[config.mk]
export PLATFORM = sky130hd
export DESIGN_NAME = twu_timer_watchdog_unit
export DESIGN_NICKNAME = d
export VERILOG_FILES = /design/src/rtl/twu_pkg.sv /design/src/rtl/twu_timer_watchdog_unit.sv
export SDC_FILE = /design/constraint.sdc
export NUM_CORES = 1
export LEC_CHECK = 0
export ABC_AREA = 1
export BUFFER_PORTS_ARGS = -buffer_cell sky130_fd_sc_hd__clkbuf_2
export CELL_PAD_IN_SITES_DETAIL_PLACEMENT = 1
export CELL_PAD_IN_SITES_GLOBAL_PLACEMENT = 1
export CORE_ASPECT_RATIO = 2
export CORE_MARGIN = 5
export CORE_UTILIZATION = 44
export DETAILED_ROUTE_END_ITERATION = 10
export PLACE_DENSITY = 0.89
export SLEW_MARGIN = 15
export SYNTH_ARGS = -nofsm -noshare
export SYNTH_HDL_FRONTEND = slang
export SYNTH_SLANG_ARGS = --single-unit
[constraint.sdc]
create_clock -name pclk -period 3.16 [get_ports pclk]
set_clock_uncertainty 0.15 [all_clocks]
set_input_delay 0.316 -clock pclk [delete_from_list [all_inputs] [get_ports pclk]]
set_output_delay 0.316 -clock pclk [all_outputs]
set_load 0.02 [all_outputs]
[src/rtl/twu_pkg.sv]
// package: register map, field positions, reset values and types of the timer/watchdog unit
package twu_pkg;
   // ----------------------------------------------------------------
   // register byte offsets (printed offsets are not all word aligned: index x4)
   // ----------------------------------------------------------------
   localparam logic [7:0] IDX_EXT_IRQ_VECTOR_SELECT = 8'hf6;
   localparam logic [7:0] IDX_COUNTER_HIGH_BYTE = 8'hf8;
   localparam logic [7:0] IDX_COUNTER_LOW_BYTE = 8'hf9;
   localparam logic [7:0] IDX_PRESCALER_VALUE = 8'hfa;
   localparam logic [7:0] IDX_TIMER_CONTROL = 8'hfb;
   localparam logic [7:0] IDX_WAIT_CONTROL = 8'hfc;
   localparam logic [7:0] IDX_IRQ_STATUS = 8'hfd;   // pending bits and mode status
   // ----------------------------------------------------------------
   // reset values
   // ----------------------------------------------------------------
   localparam logic [7:0] RST_COUNTER_BYTE = 8'hff;
   localparam logic [7:0] RST_PRESCALER = 8'hff;
   localparam logic [7:0] RST_TIMER_CONTROL = 8'h12;
   localparam logic [7:0] RST_WAIT_CONTROL = 8'h7f;
   localparam logic [7:0] RST_EXT_IRQ_VECTOR = 8'h06;
   // ----------------------------------------------------------------
   // field positions
   // ----------------------------------------------------------------
   localparam int CTL_RUN = 7;
   localparam int CTL_SINGLE = 6;
   localparam int CTL_MODE_HI = 5;
   localparam int CTL_MODE_LO = 4;
   localparam int CTL_INPUT_ON = 3;
   localparam int CTL_OUT_STYLE = 2;
   localparam int CTL_OUT_LEVEL = 1;
   localparam int CTL_OUT_ON = 0;
   localparam int WCR_GUARD_EN_N = 6;
   localparam int EIV_TOP_SEL = 2;
   localparam int EIV_A0_SEL = 1;
   localparam int ST_A0_PEND = 0;
   localparam int ST_TOP_PEND = 1;
   localparam int ST_GUARD_MODE = 2;
   localparam int FLAG_GUARD_RESET = 6;
   // ----------------------------------------------------------------
   // watchdog service bytes and clock divider
   // ----------------------------------------------------------------
   localparam logic [7:0] KEY_FIRST = 8'haa;
   localparam logic [7:0] KEY_SECOND = 8'h55;
   localparam int CORE_DIV = 4;
   // ----------------------------------------------------------------
   // types
   // ----------------------------------------------------------------
   typedef enum logic [1:0] {
      twu_event_count, twu_gated, twu_trigger, twu_retrigger
   } twu_in_mode_e;
   typedef enum {twu_key_idle, twu_key_armed} twu_key_e;
   typedef struct packed {
      logic psel;
      logic penable;
      logic pwrite;
      logic [11:0] paddr;
      logic [31:0] pwdata;
   } twu_apb_req_s;
   typedef struct packed {
      logic pready;
      logic pslverr;
      logic [31:0] prdata;
   } twu_apb_rsp_s;
endpackage

[src/rtl/twu_timer_watchdog_unit.sv]
// timer/watchdog unit: prescaled 16-bit down counter, watchdog reset and interrupt routing
//
// Local design decision: register access over APB.
`timescale 1ns/1ps
// Functional notes
// - halt stops cpu only; watchdog keeps counting
// - watchdog ignores run, single, input mode
// - interrupt request at each enabled end, none when both selects take pins
// - software pending write raises trap
// - watchdog reset sets clock flag bit 6
// - reset and a0 sources depend on mode
// - top select: end-of-count or nmi pin
// - a0 select: end-of-count or interrupt pin
// - both select zero: only a0 taken
// - counter bytes accessible while running
// - prescaler divides 1..256; resets ff
// - bit7 runs, bit6 single mode
// - bits 5:4 choose input mode
// - bit3 enables external input section
// - bit2 toggle or copy level at end
// - output level bit resets to one
// - bit0 enables output, else pin high
// - clearing enable_n enters watchdog, sticky
// - strap low forces watchdog, bit ignored
// - end of count at counter zero
// - aah then 55h reloads watchdog counter
// - watchdog counts core clock over four
// - prescaler immediate; counter at end
module twu_timer_watchdog_unit (
   input wire logic pclk,
   input wire logic presetn,
   input wire twu_pkg::twu_apb_req_s apb_req,   // apb request group
   output twu_pkg::twu_apb_rsp_s apb_rsp,       // apb answer group
   input wire logic count_input_pin,            // external count/gate input
   input wire logic hw_sw_guard_strap,          // low: hardware watchdog
   input wire logic ext_irq_pin,                // external pin for channel a0
   input wire logic nmi_pin,                    // non-maskable pin for top level
   input wire logic timer_irq_enable,           // end-of-count interrupt enable
   input wire logic halt_exec,                  // cpu executes halt
   input wire logic irq_ack_a0,                 // cpu acknowledges channel a0
   input wire logic irq_ack_top,                // cpu acknowledges top level
   output logic wave_output_pin,                // waveform output
   output logic ext_irq_channel_a0,             // channel a0 request
   output logic top_level_irq,                  // top-level request
   output logic system_reset_req,               // watchdog system reset pulse
   output logic guard_reset_flag,               // clock flag bit 6 image
   output logic cpu_stall                       // halt stops execution and acks
);
   import twu_pkg::*;
   // ------------------------------------------------------------------
   // bus decode
   // ------------------------------------------------------------------
   function automatic logic hit(input logic [11:0] a, input logic [7:0] idx);
      hit = (a == {2'b00, idx, 2'b00});
   endfunction
   logic [7:0] ctl_q, wcr_q, eiv_q, pre_q, hi_q, lo_q, pend_q;
   logic [15:0] cnt_q;      // live down counter
   logic [7:0] psc_q;       // live prescaler count
   logic [1:0] div_q;       // core clock divider
   logic wave_q, guard_q, strap_q, strap_taken_q, reload_q, in_d1_q;
   logic armed_q;           // trigger seen while running, in any input mode
   logic fresh_q;           // counter byte written, not yet loaded
   twu_key_e key_q;
   twu_apb_rsp_s rsp_q;
   logic rst_q, flag_q, a0_q, top_q, stall_q, pin_q;
   wire acc = apb_req.psel && apb_req.penable;
   wire wr = acc && apb_req.pwrite;
   wire [7:0] wd = apb_req.pwdata[7:0];
   wire s_eiv = hit(apb_req.paddr, IDX_EXT_IRQ_VECTOR_SELECT);
   wire s_hi = hit(apb_req.paddr, IDX_COUNTER_HIGH_BYTE);
   wire s_lo = hit(apb_req.paddr, IDX_COUNTER_LOW_BYTE);
   wire s_pre = hit(apb_req.paddr, IDX_PRESCALER_VALUE);
   wire s_ctl = hit(apb_req.paddr, IDX_TIMER_CONTROL);
   wire s_wcr = hit(apb_req.paddr, IDX_WAIT_CONTROL);
   wire s_st = hit(apb_req.paddr, IDX_IRQ_STATUS);
   wire s_any = s_eiv | s_hi | s_lo | s_pre | s_ctl | s_wcr | s_st;
   // ------------------------------------------------------------------
   // mode and clocking
   // ------------------------------------------------------------------
   // hardware strap caught after reset release, never in reset branch
   wire hw_guard = strap_taken_q && !strap_q;
   wire guard_mode = guard_q || hw_guard;
   wire tick4 = (div_q == 2'(CORE_DIV - 1));
   wire in_fall = in_d1_q && !count_input_pin;
   wire twu_in_mode_e mode = twu_in_mode_e'(ctl_q[CTL_MODE_HI:CTL_MODE_LO]);
   wire ext_on = ctl_q[CTL_INPUT_ON];
   wire run_bit = ctl_q[CTL_RUN];
   // counting enable and clock source in timer mode
   wire base_tick = (ext_on && mode == twu_event_count) ? in_fall : tick4;
   wire gate_ok = !ext_on || (mode == twu_event_count) || (mode == twu_retrigger) ||
                  (mode == twu_gated && count_input_pin) || (mode == twu_trigger && armed_q);
   // watchdog: run always, internal clock, continuous; halt does not stop it
   wire cnt_tick = guard_mode ? tick4 : (run_bit && gate_ok && base_tick);
   wire psc_end = cnt_tick && (psc_q == 8'h00);
   wire eoc = psc_end && (cnt_q == 16'h0000);
   wire retrig = !guard_mode && run_bit && ext_on && mode == twu_retrigger && in_fall;
   wire key_done = wr && s_lo && key_q == twu_key_armed && wd == KEY_SECOND;
   // a stopped timer picks up a new constant when it is started again
   wire start = wr && s_ctl && wd[CTL_RUN] && !run_bit && !guard_mode;
   // strapped watchdog ignores the enable bit, so it gives no free reload
   wire guard_entry = wr && s_wcr && !wd[WCR_GUARD_EN_N] && !guard_mode;
   wire timer_evt = eoc && !guard_mode && timer_irq_enable;
   // hardware watchdog keeps the reset constant
   wire [15:0] load_val = hw_guard ? {RST_COUNTER_BYTE, RST_COUNTER_BYTE} : {hi_q, lo_q};
   wire [7:0] load_pre = pre_q;     // prescaler stays writable in every mode
   // ------------------------------------------------------------------
   // interrupt routing
   // ------------------------------------------------------------------
   wire a0_src = eiv_q[EIV_A0_SEL] ? ext_irq_pin : timer_evt;
   // when both selects are zero the end of count goes to a0 only
   wire top_src = eiv_q[EIV_TOP_SEL] ? nmi_pin :
                  (eiv_q[EIV_A0_SEL] ? timer_evt : 1'b0);
   wire sw_a0 = wr && s_st && wd[ST_A0_PEND];
   wire sw_top = wr && s_st && wd[ST_TOP_PEND];
   wire [7:0] rdata = s_eiv ? eiv_q : s_hi ? cnt_q[15:8] : s_lo ? cnt_q[7:0] :
                      s_pre ? pre_q : s_ctl ? ctl_q : s_wcr ? wcr_q :
                      s_st ? {5'h00, guard_mode, pend_q[1:0]} : 8'h00;
   // ------------------------------------------------------------------
   // register file writes
   // ------------------------------------------------------------------
   // control byte: single mode clears run at end of count
   always_ff @(posedge pclk or negedge presetn) begin
      if (!presetn) begin
         ctl_q <= RST_TIMER_CONTROL;
         eiv_q <= RST_EXT_IRQ_VECTOR;
         pre_q <= RST_PRESCALER;
         hi_q <= RST_COUNTER_BYTE;
         lo_q <= RST_COUNTER_BYTE;
      end else begin
         if (wr && s_ctl) begin
            ctl_q <= wd;
         end else if (eoc && !guard_mode && ctl_q[CTL_SINGLE]) begin
            ctl_q[CTL_RUN] <= 1'b0;
         end
         if (wr && s_eiv) begin
            eiv_q <= {5'h00, wd[2:0]};
         end
         if (wr && s_pre) begin
            pre_q <= wd;
         end
         // of the counter constants only the prescaler changes once watchdog mode is on
         if (wr && s_hi && !guard_mode) begin
            hi_q <= wd;
         end
         if (wr && s_lo && !guard_mode) begin
            lo_q <= wd;
         end
      end
   end
   // watchdog enable latch; strap sampled once after release
   always_ff @(posedge pclk or negedge presetn) begin
      if (!presetn) begin
         wcr_q <= RST_WAIT_CONTROL;
         guard_q <= 1'b0;
         strap_q <= 1'b1;
         strap_taken_q <= 1'b0;
      end else begin
         if (!strap_taken_q) begin
            strap_q <= hw_sw_guard_strap;
            strap_taken_q <= 1'b1;
         end
         // set back to one is refused: once low stays low
         if (wr && s_wcr) begin
            wcr_q <= {1'b0, wd[WCR_GUARD_EN_N] & wcr_q[WCR_GUARD_EN_N], wd[5:0]};
         end
         if (wr && s_wcr && !wd[WCR_GUARD_EN_N] && !hw_guard) begin
            guard_q <= 1'b1;
         end
      end
   end
   // ------------------------------------------------------------------
   // counter, prescaler and divider
   // ------------------------------------------------------------------
   // new constants load at end of count or on restart; prescaler value reloads per wrap
   always_ff @(posedge pclk or negedge presetn) begin
      if (!presetn) begin
         cnt_q <= {RST_COUNTER_BYTE, RST_COUNTER_BYTE};
         psc_q <= RST_PRESCALER;
         div_q <= 2'b00;
         in_d1_q <= 1'b1;
         armed_q <= 1'b0;
         reload_q <= 1'b0;
         key_q <= twu_key_idle;
         fresh_q <= 1'b0;
      end else begin
         div_q <= tick4 ? 2'b00 : div_q + 2'b01;
         in_d1_q <= count_input_pin;
         armed_q <= run_bit && (armed_q || in_fall);
         reload_q <= 1'b0;
         if (wr && s_lo) begin
            key_q <= (wd == KEY_FIRST) ? twu_key_armed : twu_key_idle;
         end
         // a write in the end-of-count cycle wins: that value is not loaded yet
         if (wr && (s_hi || s_lo) && !guard_mode) begin
            fresh_q <= 1'b1;
         end else if (eoc || start) begin
            fresh_q <= 1'b0;
         end
         if (key_done || retrig || guard_entry || (start && fresh_q)) begin
            cnt_q <= load_val;
            psc_q <= load_pre;
         end else if (eoc) begin
            cnt_q <= load_val;
            psc_q <= load_pre;
         end else if (psc_end) begin
            cnt_q <= cnt_q - 16'h0001;
            psc_q <= pre_q;
         end else if (cnt_tick) begin
            psc_q <= (psc_q > pre_q) ? pre_q : psc_q - 8'h01;
         end
      end
   end
   // ------------------------------------------------------------------
   // output pin, interrupts, reset and halt
   // ------------------------------------------------------------------
   always_ff @(posedge pclk or negedge presetn) begin
      if (!presetn) begin
         wave_q <= 1'b1;
         pend_q <= 8'h00;
         a0_q <= 1'b0;
         top_q <= 1'b0;
         rst_q <= 1'b0;
         flag_q <= 1'b0;
         stall_q <= 1'b0;
         pin_q <= 1'b1;
         rsp_q <= '0;
      end else begin
         if (eoc && ctl_q[CTL_OUT_ON]) begin
            wave_q <= ctl_q[CTL_OUT_STYLE] ? ctl_q[CTL_OUT_LEVEL] : !wave_q;
         end
         // output disabled drives pin high for alternate use
         pin_q <= ctl_q[CTL_OUT_ON] ? wave_q : 1'b1;
         // set beats clear: a new event in the ack cycle stays pending
         pend_q[ST_A0_PEND] <= a0_src || sw_a0 || (pend_q[ST_A0_PEND] && !irq_ack_a0);
         pend_q[ST_TOP_PEND] <= top_src || sw_top || (pend_q[ST_TOP_PEND] && !irq_ack_top);
         a0_q <= a0_src || sw_a0 || (pend_q[ST_A0_PEND] && !irq_ack_a0);
         top_q <= top_src || sw_top || (pend_q[ST_TOP_PEND] && !irq_ack_top);
         rst_q <= eoc && guard_mode;
         flag_q <= flag_q || (eoc && guard_mode);
         stall_q <= halt_exec || (stall_q && !(wr && s_wcr));
         rsp_q.pready <= apb_req.psel && !apb_req.penable;
         rsp_q.pslverr <= apb_req.psel && !apb_req.penable && !s_any;
         rsp_q.prdata <= {24'h000000, rdata};
      end
   end
   assign wave_output_pin = pin_q;
   assign ext_irq_channel_a0 = a0_q;
   assign top_level_irq = top_q;
   assign system_reset_req = rst_q;
   assign guard_reset_flag = flag_q;
   assign cpu_stall = stall_q;
   assign apb_rsp = rsp_q;
   // ------------------------------------------------------------------
   // checks
   // ------------------------------------------------------------------
   a_guard_reset: assert property (@(posedge pclk) disable iff (!presetn)
      eoc && guard_mode |=> system_reset_req && guard_reset_flag)
      else $error("watchdog end did not reset");
   a_guard_sticky: assert property (@(posedge pclk) disable iff (!presetn)
      guard_q |=> guard_q)
      else $error("watchdog mode left");
   a_timer_no_reset: assert property (@(posedge pclk) disable iff (!presetn)
      !guard_mode && !$past(guard_mode) |-> !system_reset_req)
      else $error("reset in timer mode");
   a_both_zero_top: assert property (@(posedge pclk) disable iff (!presetn)
      eiv_q[2:1] == 2'b00 && !sw_top && !pend_q[1] |=> !top_level_irq)
      else $error("top level taken with both selects zero");
   a_eoc_a0: assert property (@(posedge pclk) disable iff (!presetn)
      timer_evt && !eiv_q[EIV_A0_SEL] |=> ext_irq_channel_a0)
      else $error("end of count lost on a0");
   a_sw_trap: assert property (@(posedge pclk) disable iff (!presetn)
      sw_a0 |=> ext_irq_channel_a0 ##0 pend_q[ST_A0_PEND])
      else $error("software trap missing");
   a_single_stop: assert property (@(posedge pclk) disable iff (!presetn)
      eoc && !guard_mode && ctl_q[CTL_SINGLE] && !(wr && s_ctl) |=> !ctl_q[CTL_RUN])
      else $error("single mode did not stop");
   a_out_off_high: assert property (@(posedge pclk) disable iff (!presetn)
      !ctl_q[CTL_OUT_ON] |=> wave_output_pin)
      else $error("disabled output not high");
   a_guard_runs: assert property (@(posedge pclk) disable iff (!presetn)
      guard_mode && tick4 |-> cnt_tick)
      else $error("watchdog not counting");
   c_guard_reset: cover property (@(posedge pclk) disable iff (!presetn) system_reset_req);
   c_key_reload: cover property (@(posedge pclk) disable iff (!presetn) key_done);
   c_timer_eoc: cover property (@(posedge pclk) disable iff (!presetn) timer_evt);
   c_pwm_edge: cover property (@(posedge pclk) disable iff (!presetn)
      eoc && ctl_q[CTL_OUT_STYLE] && ctl_q[CTL_OUT_ON]);
endmodule

==> results of run 1 <==
[path summary, 6_finish.rpt]
path	startpoint	end	slack, ns
worst max-delay path	psc_q[0]$_DFFE_PN1P_	pend_q[1]$_DFF_PN0_	0.40
worst min-delay path	hw_sw_guard_strap	strap_q$_DFFE_PN1N_	0.01
worst max register to register	psc_q[0]$_DFFE_PN1P_	pend_q[1]$_DFF_PN0_	0.40
worst min register to register	div_q[0]$_DFF_PN0_	div_q[0]$_DFF_PN0_	0.28
max in group asynchronous	presetn	cnt_q[13]$_DFFE_PN1P_	2.03
min in group asynchronous	presetn	strap_taken_q$_DFF_PN0_	0.37
[flip-flops by register name (all words and copies together) (netlist names), 2 cells and up]
name and flops:
apb_rsp 10, cnt_q 16, ctl_q 8, div_q 2, eiv_q 3, hi_q 8
lo_q 8, load_pre 8, pend_q 2, psc_q 8, wcr_q 7
[layer usage]
layer | up-vias | GRT usage
met1 | 2748 | 0.237
met3 | 82 | 0.0400
li1 | 2655 | -
met2 | 170 | 0.480
met5 | - | 0
met4 | 0 | 0.209
[critical path: stages (launching register included)]
cell     delay [ns]
dfstp_2        0.37
inv_1          0.13
ha_1           0.21
nand2_1        0.11
nor2_1         0.14
nand2_1        0.12
nor2_4         0.41
nand2_2        0.29
nor3_2         0.29
nand3_1        0.19
o21ai_1        0.25
[cell usage after synthesis (6+ instances only)]
library cell,n
nor3_1,6
inv_1,81
dfrtp_1,29
ha_1,11
nor2_1,55
a21oi_1,16
nand2_1,304
nand4_1,21
buf_2,8
nor2_2,7
or2_2,12
nand3_1,47
clkbuf_1,6
xor2_1,13
buf_4,24
o21ai_0,58
dfstp_2,63
[per-stage QoR]
stage / power (mW) / util
global placement: 2.95 / 0.479
global route: 4.49 / 0.507
CTS: 4.23 / 0.507
floorplan: 2.62 / -
detailed placement: 3.01 / 0.479
finish: 4.21 / 0.507
[layout make-up]
class | count | area, µm² | share of cell area
multi-input combinational | 616 | 2950 | 0.448
sequential | 92 | 2380 | 0.362
timing repair buffer | 67 | 405 | 0.0616
inverter | 86 | 323 | 0.0490
clock buffer | 9 | 225 | 0.0342
tap | 152 | 190 | 0.0289
clock inverter | 7 | 108 | 0.0163
[timing repair]
action / 4_1_cts / 5_1_grt
hold buffers: 3 / 0
endpoints found under the hold margin: 31 / 0
resized for setup: 0 / 0
[cell families (layout without fill, tap and decap cells)]
family | after synthesis | after routing | synth area share
buffers and inverters | 126 | 169 | 0.101
xor gates and xnor gates | 17 | 17 | 0.0255
other | 2 | 25 | 0.00129
AOI/OAI and AO/OA | 92 | 92 | 0.0847
adders and majority gates | 11 | 11 | 0.0236
DFF | 92 | 92 | 0.408
and+or+nand+nor | 471 | 471 | 0.356
[cells in the final DEF, fill, tap and decap left out, types with 2 or more instances in the layout]
cell | Yosys | routed
xnor2_1 | 4 | 4
or2_2 | 12 | 12
o22ai_1 | 2 | 2
nand4_1 | 21 | 21
o211ai_1 | 3 | 3
clkbuf_2 | 0 | 47
clkinv_8 | 0 | 3
nand2_2 | 2 | 2
o21ai_0 | 58 | 58
nor2_4 | 4 | 4
dfrtp_1 | 29 | 29
o31ai_1 | 2 | 2
nor2_2 | 7 | 7
inv_6 | 0 | 2
nand2_1 | 304 | 304
clkbuf_16 | 0 | 9
inv_2 | 4 | 4
o21ai_1 | 4 | 4
nand3_1 | 47 | 47
nand2_4 | 3 | 3
a21oi_1 | 16 | 16
a21o_1 | 2 | 2
nor3_2 | 2 | 2
xor2_1 | 13 | 13
dfstp_2 | 63 | 63
nor4_1 | 3 | 3
conb_1 | 2 | 25
buf_4 | 24 | 16
ha_1 | 11 | 11
inv_1 | 81 | 81
dlygate4sd3_1 | 0 | 3
a31oi_1 | 2 | 2
nor2_1 | 55 | 55
nor3_1 | 6 | 6
o221ai_1 | 2 | 2
[where the power goes]
group	switching [mW]	internal, mW
clock	0.547	0.645
combinational	0.960	0.506
sequential	0.173	1.38
==> impl_metrics.ini, run 1 <==
[route]
dr_wl_met2_mm = 11.1
highest_layer = met4
dr_wl_met3_um = 627
wl_per_cell_um = 19.7
wl_mm = 20.3
wl_met1_mm = 6.80
route.vias.total = 5655
drc = 0
drtAntennaViolNets = 0
dr.pass1.iters = 4
drt_iter0_markers = 320
vias_per_cell = 5.50

[yosys]
syn_area_mm2 = 0.00583
ys_seq_elements = 92
ys_async_sr_fraction = 1.00
synth_area_leaders = dfstp_2, nand2_1, dfrtp_1
synth_enable_flop_cells = 0
synth-main-ff-cell = dfstp_2
synthCells = 811
avgSynthCellArea_um2 = 7.19
yosysTopAreaCellShare = 0.284
yosysSeqAreaShare = 0.408
synth_top_area_cell = dfstp_2
ys_types = 40
yosysWarnings = 0

[critical_path]
crit_fanout = 19
worstSetupEndpointType = register
cp.arrival_ns = 2.87
rr_worst_depth = 10
required_ns = 3.27
path_class = reg -> reg
start_kind = register

[floorplanning]
core_mm2 = 0.0130
num_rows = 59
die_y_um = 173
dieArea_mm2 = 0.0158
initial_core_util = 0.449
ios = 97
die_w_um = 91.4

[clock_tree]
cts.sinks = 92
cts.path.max_buffers = 2
cts_max_level = 3
tritoncts = done
numCtsBuffers = 9
clk_latency_ns = 0.36
cts-root-buf = clkbuf_16
cts.reportedPaths.clkPinSlew_ns = 0.08
post_cts.repair.setup_buffers = 0

[global_routing]
grt_pass1_wl_mm = 31.9
grt_max_degree = 93
antenna_found_initial = 0
track_usage = 0.258
overflow = 0
grt_pass1_vias = 6189

[placed_design]
place_ws_ns = 0.502
dp.cells = 1010
port_buffers = 48
place.gp.congestion = 0.923
hpwl_mm = 15.0
place_area_mm2 = 0.00622

[sta]
hold_violations = 0
rsz0062_at_grt = no
max_slew.worst_pin.slew_ns = 0.605
fin_crit_sh = 0.875
finalHoldWorstSlack_ns = 0.0138
setup_violations = 0
drv_slew = 0
fin_crit_ns = 2.76
final.setup.tns_ns = 0
max_freq_ghz = 0.362
slew_headroom = 0.596
fin_ws_ns = 0.396

[power_and_ir_drop]
leakagePower_nw = 3.31
peakVddDrop_mv = 0.334
power.density_mw_per_mm2 = 640

[cells_and_area]
fill_cells = 1681
antenna_cells = 0
drive_above_1_share = 0.208
finalInstanceArea_mm2 = 0.00658
syn_to_final_growth_pct = 12.9
final_nets = 940
stdcell_count = 1029

[status]
status = complete, no violations

[worst_hold_path]
min_path_cells = 3
hold_class = in -> reg

[run]
cap_violations = 0
No activity file was read; power rests on OpenSTA's default activity.
==> run 2, diff against run 1 <==
--- a/config.mk
+++ b/config.mk
@@ -9,11 +9,10 @@
 export BUFFER_PORTS_ARGS = -buffer_cell sky130_fd_sc_hd__clkbuf_2
 export CELL_PAD_IN_SITES_DETAIL_PLACEMENT = 1
 export CELL_PAD_IN_SITES_GLOBAL_PLACEMENT = 1
-export CORE_ASPECT_RATIO = 2
 export CORE_MARGIN = 5
-export CORE_UTILIZATION = 44
+export CORE_UTILIZATION = 37
 export DETAILED_ROUTE_END_ITERATION = 10
-export PLACE_DENSITY = 0.89
+export PLACE_DENSITY = 0.8
 export SLEW_MARGIN = 15
 export SYNTH_ARGS = -nofsm -noshare
 export SYNTH_HDL_FRONTEND = slang
==> constraint.sdc (replaced) <==
create_clock -name pclk -period 2.35 [get_ports pclk]
set_clock_uncertainty 0.15 [all_clocks]
set_input_delay 0.235 -clock pclk [delete_from_list [all_inputs] [get_ports pclk]]
set_output_delay 0.235 -clock pclk [all_outputs]
set_load 0.02 [all_outputs]
==> run 2 against run 1 <==
  * Clock-buffer cell count rose by 2
  * Clock power rose by 18%
  * Critical path depth grew 4
  * Maximum frequency is 23% higher
  * Power up 35%
  * Wire length fell by 6.4%
  * Setup slack got worse by 0.30 ns
  * Critical path type unchanged
  * Largest cell class unchanged
==> impl_metrics.ini, run 2 (synthesis results as in run 1) <==
[sta]
setup_violations = 0
drv_slew = 0
fin_crit_ns = 2.25
rsz0062_at_grt = yes
max_freq_ghz = 0.445
slew_headroom = 0.627
hold_violations = 0
max_slew.worst_pin.slew_ns = 0.560
fin_crit_sh = 0.957
final.setup.tns_ns = 0

[worst_hold_path]
hold_class = in -> reg
hold_start = apb_req[45]
min_path_cells = 4
min_to = apb_rsp[32]$_DFF_PN0_

[clock_tree]
cts.reportedPaths.clkPinSlew_ns = 0.07
tritoncts = done
cts-root-buf = clkbuf_16
clk_latency_ns = 0.36
cts_max_level = 3
numCtsBuffers = 9
cts.sinks = 92
cts.path.max_buffers = 2

[cells_and_area]
final_common_cell = nand2_1
layout_common_cells = nand2_1, inv_1, dfstp_2
top_register = cnt_q
antenna_cells = 0
finalInstanceArea_mm2 = 0.00699
drive_above_1_share = 0.240
final_nets = 976
syn_to_final_growth_pct = 19.8
largest_register_ffs = 16

[critical_path]
cp-startpoint = load_pre[4]$_DFFE_PN1P_
crit_path_cell_trace = inv_2 > ha_4 > nand2_1 > nor2_2 > nand4_1 > buf_6 > nand3_1 > nand2_1 > nand2_1 > nand2_1 > nand2_1 > nand2_1 > nand2_1 > nand2_1
path_class = reg -> reg
cp.arrival_ns = 2.39
required_ns = 2.49
start_kind = register
crit_fanout = 8
reg2reg_to = psc_q[4]$_DFFE_PN1P_
slowest_stage = dfstp_2
crit_top_cell = nand2_1
max_stage_delay_ns = 0.58
r2r_start = load_pre[4]$_DFFE_PN1P_
r2r_slack_ns = 0.10
rr_worst_depth = 14
worstSetupEndpointType = register

[power_and_ir_drop]
fin_total_pwr_mw = 5.67
power.density_mw_per_mm2 = 811
leakagePower_nw = 3.47
peakVddDrop_mv = 0.400

[global_routing]
grt_pass1_vias = 5580
antenna_found_initial = 0
grt_pass1_wl_mm = 30.0
track_usage = 0.209
grt_max_degree = 42
overflow = 0

[floorplanning]
die_y_um = 136
initial_core_util = 0.381
core_mm2 = 0.0153
num_rows = 45
ios = 97
die_w_um = 136
dieArea_mm2 = 0.0184

[status]
status = complete, no violations

[placed_design]
place_area_mm2 = 0.00647
port_buffers = 48
hpwl_mm = 14.2
place.gp.congestion = 0.945

[route]
vias_per_cell = 4.99
wl_per_cell_um = 16.9
drtAntennaViolNets = 0
dr.pass1.iters = 4
drc = 0
wl_mm = 19.0
drt_iter0_markers = 296
route.vias.total = 5604

[run]
cap_violations = 0
-- run 2: power by group --
part | internal [mW] | leakage, nW | switching (mW)
Combinational | 0.823 | 2.34 | 1.35
Sequential | 1.86 | 1.00 | 0.234
Clock | 0.724 | 0.122 | 0.672
Total | 3.41 | 3.47 | 2.26
-- run 2: how the worst max path moves through the flow --
stage / to / slack (ns) / depth (start not counted)
after floorplan: psc_q[0]$_DFFE_PN1P_ / 0.22 / 12
after global placement: psc_q[4]$_DFFE_PN1P_ / 0.12 / 14
after detailed placement: cnt_q[1]$_DFFE_PN1P_ / 0.08 / 12
after CTS: psc_q[4]$_DFFE_PN1P_ / 0.04 / 14
after global routing: psc_q[6]$_DFFE_PN1P_ / -0.02 / 14
final: psc_q[4]$_DFFE_PN1P_ / 0.10 / 14
-- run 2: per-stage QoR --
step | setup WS [ns] | hold WS, ns | util | cells
global placement | 0.120 | 0.112 | 0.423 | 1093
CTS | 0.0358 | 0.00773 | 0.448 | 1120
global route | -0.0163 | 0.0447 | 0.456 | 1124
detailed placement | 0.0841 | 0.116 | 0.423 | 1093
floorplan | 0.218 | -0.211 | - | 834
finish | 0.101 | 0.0120 | 0.456 | 1124
-- run 2: layout make-up --
class | instances | area [µm²]
well taps | 211 | 264
clock inverters | 5 | 40.0
flip-flops and latches | 92 | 2380
fillers | 1997 | 8330
repair buffers | 103 | 729
inverters | 86 | 325
multi-input cells | 616 | 3020
clock buffers | 11 | 233
-- run 2: per-layer routing --
layer  track usage  share of wire  vias to the layer above
met5             0              0                        -
met3        0.0390          0.041                       23
met2         0.330           0.48                      132
li1              -              -                     2723
met4        0.0577          0.019                        0
met1         0.294           0.46                     2726
-- run 2: critical path: cells and delay by family (launching register included) --
family,cells,cell delay (ns)
DFF,1,0.58
and+or+nand+nor,11,0.93
adders and majority gates,1,0.26
buffers and inverters,2,0.28
-- run 2: what timing repair did --
item | 4_1_cts | 5_1_grt
setup buffers | 0 | 4
hold buffers | 11 | 0
resized for setup | 0 | 24
endpoints found under the hold margin | 21 | 0
endpoints found under the setup margin | 0 | 24
==> run 3, diff against run 2 <==
--- a/config.mk
+++ b/config.mk
@@ -5,15 +5,14 @@
 export SDC_FILE = /design/constraint.sdc
 export NUM_CORES = 1
 export LEC_CHECK = 0
-export ABC_AREA = 1
 export BUFFER_PORTS_ARGS = -buffer_cell sky130_fd_sc_hd__clkbuf_2
 export CELL_PAD_IN_SITES_DETAIL_PLACEMENT = 1
 export CELL_PAD_IN_SITES_GLOBAL_PLACEMENT = 1
 export CORE_MARGIN = 5
-export CORE_UTILIZATION = 37
+export CORE_UTILIZATION = 39
 export DETAILED_ROUTE_END_ITERATION = 10
 export PLACE_DENSITY = 0.8
-export SLEW_MARGIN = 15
+export SETUP_SLACK_MARGIN = 0.15
 export SYNTH_ARGS = -nofsm -noshare
 export SYNTH_HDL_FRONTEND = slang
 export SYNTH_SLANG_ARGS = --single-unit
==> run 3 against run 2 <==
  * The run now ends with hold timing, setup timing left
  * Critical path depth is 4 lower
  * Largest power group is now clock
  * Clock power is 19% higher
  * Core utilization is 10 points higher
  * Die area is 16% lower
  * Clock-buffer cell count is 2 higher
  * Synthesized cell count is 39% lower
  * Highest routed layer unchanged
  * Hold slack worse by 0.013 ns
  * Sequential power is 23% lower
  * Sequential cell count stayed put
  * Final cell count is 26% lower
==> impl_metrics.ini, run 3 <==
[placed_design]
hpwl_mm = 12.8
place_ws_ns = -0.768
port_buffers = 48
place_area_mm2 = 0.00633
place.gp.congestion = 0.899
dp.cells = 797

[cells_and_area]
final_nets = 727
top_register = cnt_q
largest_register_ffs = 16
syn_to_final_growth_pct = 38.8
final_common_cell = buf_4
drive_above_1_share = 0.502
finalInstanceArea_mm2 = 0.00707
antenna_cells = 0
layout_common_cells = buf_4, dfstp_2, clkbuf_2
stdcell_count = 836
post-route-util = 0.556

[floorplanning]
dieArea_mm2 = 0.0154
num_rows = 41
core_mm2 = 0.0127
die_w_um = 124
ios = 97
initial_core_util = 0.400
die_y_um = 124

[route]
drt_iter0_markers = 341
wl_mm = 19.1
vias_per_cell = 5.68
route.vias.total = 4749
wl_per_cell_um = 22.8
drc = 0
drtAntennaViolNets = 0
dr.pass1.iters = 5

[yosys]
yosys-top-cells-count = dfstp_2, nand2_1, mux2_2, o21ai_0, dfrtp_1
syn_area_mm2 = 0.00509
yosysWarnings = 0
synthCells = 497
ys_types = 61
yosysSeqAreaShare = 0.467
synth-main-ff-cell = dfstp_2
ys_async_sr_fraction = 1.00
avgSynthCellArea_um2 = 10.2
synth_area_leaders = dfstp_2, dfrtp_1, mux2_2
ys_seq_elements = 92
synth.most_common_cell = dfstp_2
yosysTopAreaCellShare = 0.325
synth_enable_flop_cells = 0
synth_top_area_cell = dfstp_2

[global_routing]
grt_pass1_vias = 5065
overflow = 0
grt_pass1_wl_mm = 28.7
track_usage = 0.235
antenna_found_initial = 0
grt_max_degree = 61

[run]
cap_violations = 0

[critical_path]
cp-startpoint = cnt_q[1]$_DFFE_PN1P_
start_kind = register
crit_fanout = 6
rr_worst_depth = 10
cp.arrival_ns = 3.13
r2r_start = cnt_q[1]$_DFFE_PN1P_
path_class = reg -> reg
max_stage_delay_ns = 0.48
crit_path_cell_trace = inv_2 > ha_4 > or4b_4 > nand2b_4 > or3_4 > a2111oi_4 > buf_6 > nor2_4 > or3_1 > a32o_1
slowest_stage = or4b_4
worstSetupEndpointType = register
required_ns = 2.48

[worst_hold_path]
min_path_cells = 3
hold_class = in -> reg
hold_start = nmi_pin

[sta]
fin_crit_sh = 1.28
finalHoldWorstSlack_ns = -0.000640
drv_slew = 0
max_freq_ghz = 0.333
final.setup.tns_ns = -16.14
fin_crit_ns = 3.00
fin_ws_ns = -0.649
hold_violations = 1
rsz0062_at_grt = yes
max_slew.worst_pin.slew_ns = 0.685
slew_headroom = 0.539
setup_violations = 31

[power_and_ir_drop]
fin_total_pwr_mw = 3.51
power.density_mw_per_mm2 = 496
leakagePower_nw = 3.29
peakVddDrop_mv = 0.302

[status]
violations = hold timing, setup timing
status = complete, but fails checks

[clock_tree]
clk_latency_ns = 0.36
cts.path.max_buffers = 2
cts_max_level = 3
cts-root-buf = clkbuf_16
cts.reportedPaths.clkPinSlew_ns = 0.07
tritoncts = done
cts.sinks = 92
numCtsBuffers = 9
==> run 3: path summary, 6_finish.rpt <==
kind,slack (ns),end
min in group asynchronous,0.22,div_q[1]$_DFF_PN0_
setup / recovery,-0.65,cnt_q[11]$_DFFE_PN1P_
hold / removal,-0.0006,pend_q[1]$_DFF_PN0_
hold reg to reg,0.28,div_q[0]$_DFF_PN0_
max in group asynchronous,1.09,wcr_q[1]$_DFFE_PN1P_
setup reg to reg,-0.65,cnt_q[11]$_DFFE_PN1P_
==> run 3: metal layers <==
layer / part of all wire / GRT usage
met1: 0.40 / 0.286
met2: 0.50 / 0.399
met3: 0.050 / 0.0347
met5: 0 / 0
met4: 0.052 / 0.130
==> run 3: final cells by class <==
class,instances,area (µm²)
fillers,1410,5650
multi-input cells,355,2690
flip-flops and latches,92,2380
repair buffers,173,1340
clock buffers,13,270
well taps,172,215
inverters,28,105
clock inverters,3,67.6
==> run 3: worst max-delay path: cells and delay by family (launching register included) <==
kind | cells | cell delay (ns)
AOI/OAI and AO/OA | 2 | 0.53
buffers and inverters | 2 | 0.26
DFF | 1 | 0.38
and+or+nand+nor | 5 | 1.46
adders and majority gates | 1 | 0.14
==> run 3: cell families (layout without fill, tap and decap cells) <==
logic type	Yosys count	after routing	synth area share
other	2	25	0.00147
multiplexers	50	50	0.109
adder cells (fa/ha/maj)	11	11	0.0270
buffers and inverters	75	217	0.0744
flip-flops	92	92	0.467
AO/OA/AOI/OAI	103	103	0.147
AND/OR/NAND/NOR	164	166	0.174
==> run 3: what timing repair did <==
| action | 4_1_cts | 5_1_grt |
|---|---|---|
| cloned | 3 | 1 |
| hold buffers | 4 | 0 |
| buffers inserted | 6 | 9 |
| gates resized for setup | 23 | 18 |
| hold endpoints to repair | 15 | 0 |
| pin swaps | 9 | 14 |
| endpoints found under the setup margin | 31 | 48 |
==> run 3: power breakdown <==
part | leakage (nW) | internal (mW) | switching [mW] | total, mW
registers | 1.03 | 1.60 | 0.00307 | 1.60
logic | 2.10 | 0.0741 | 0.161 | 0.235
clock network | 0.162 | 1.02 | 0.650 | 1.67
total | 3.29 | 2.69 | 0.814 | 3.51
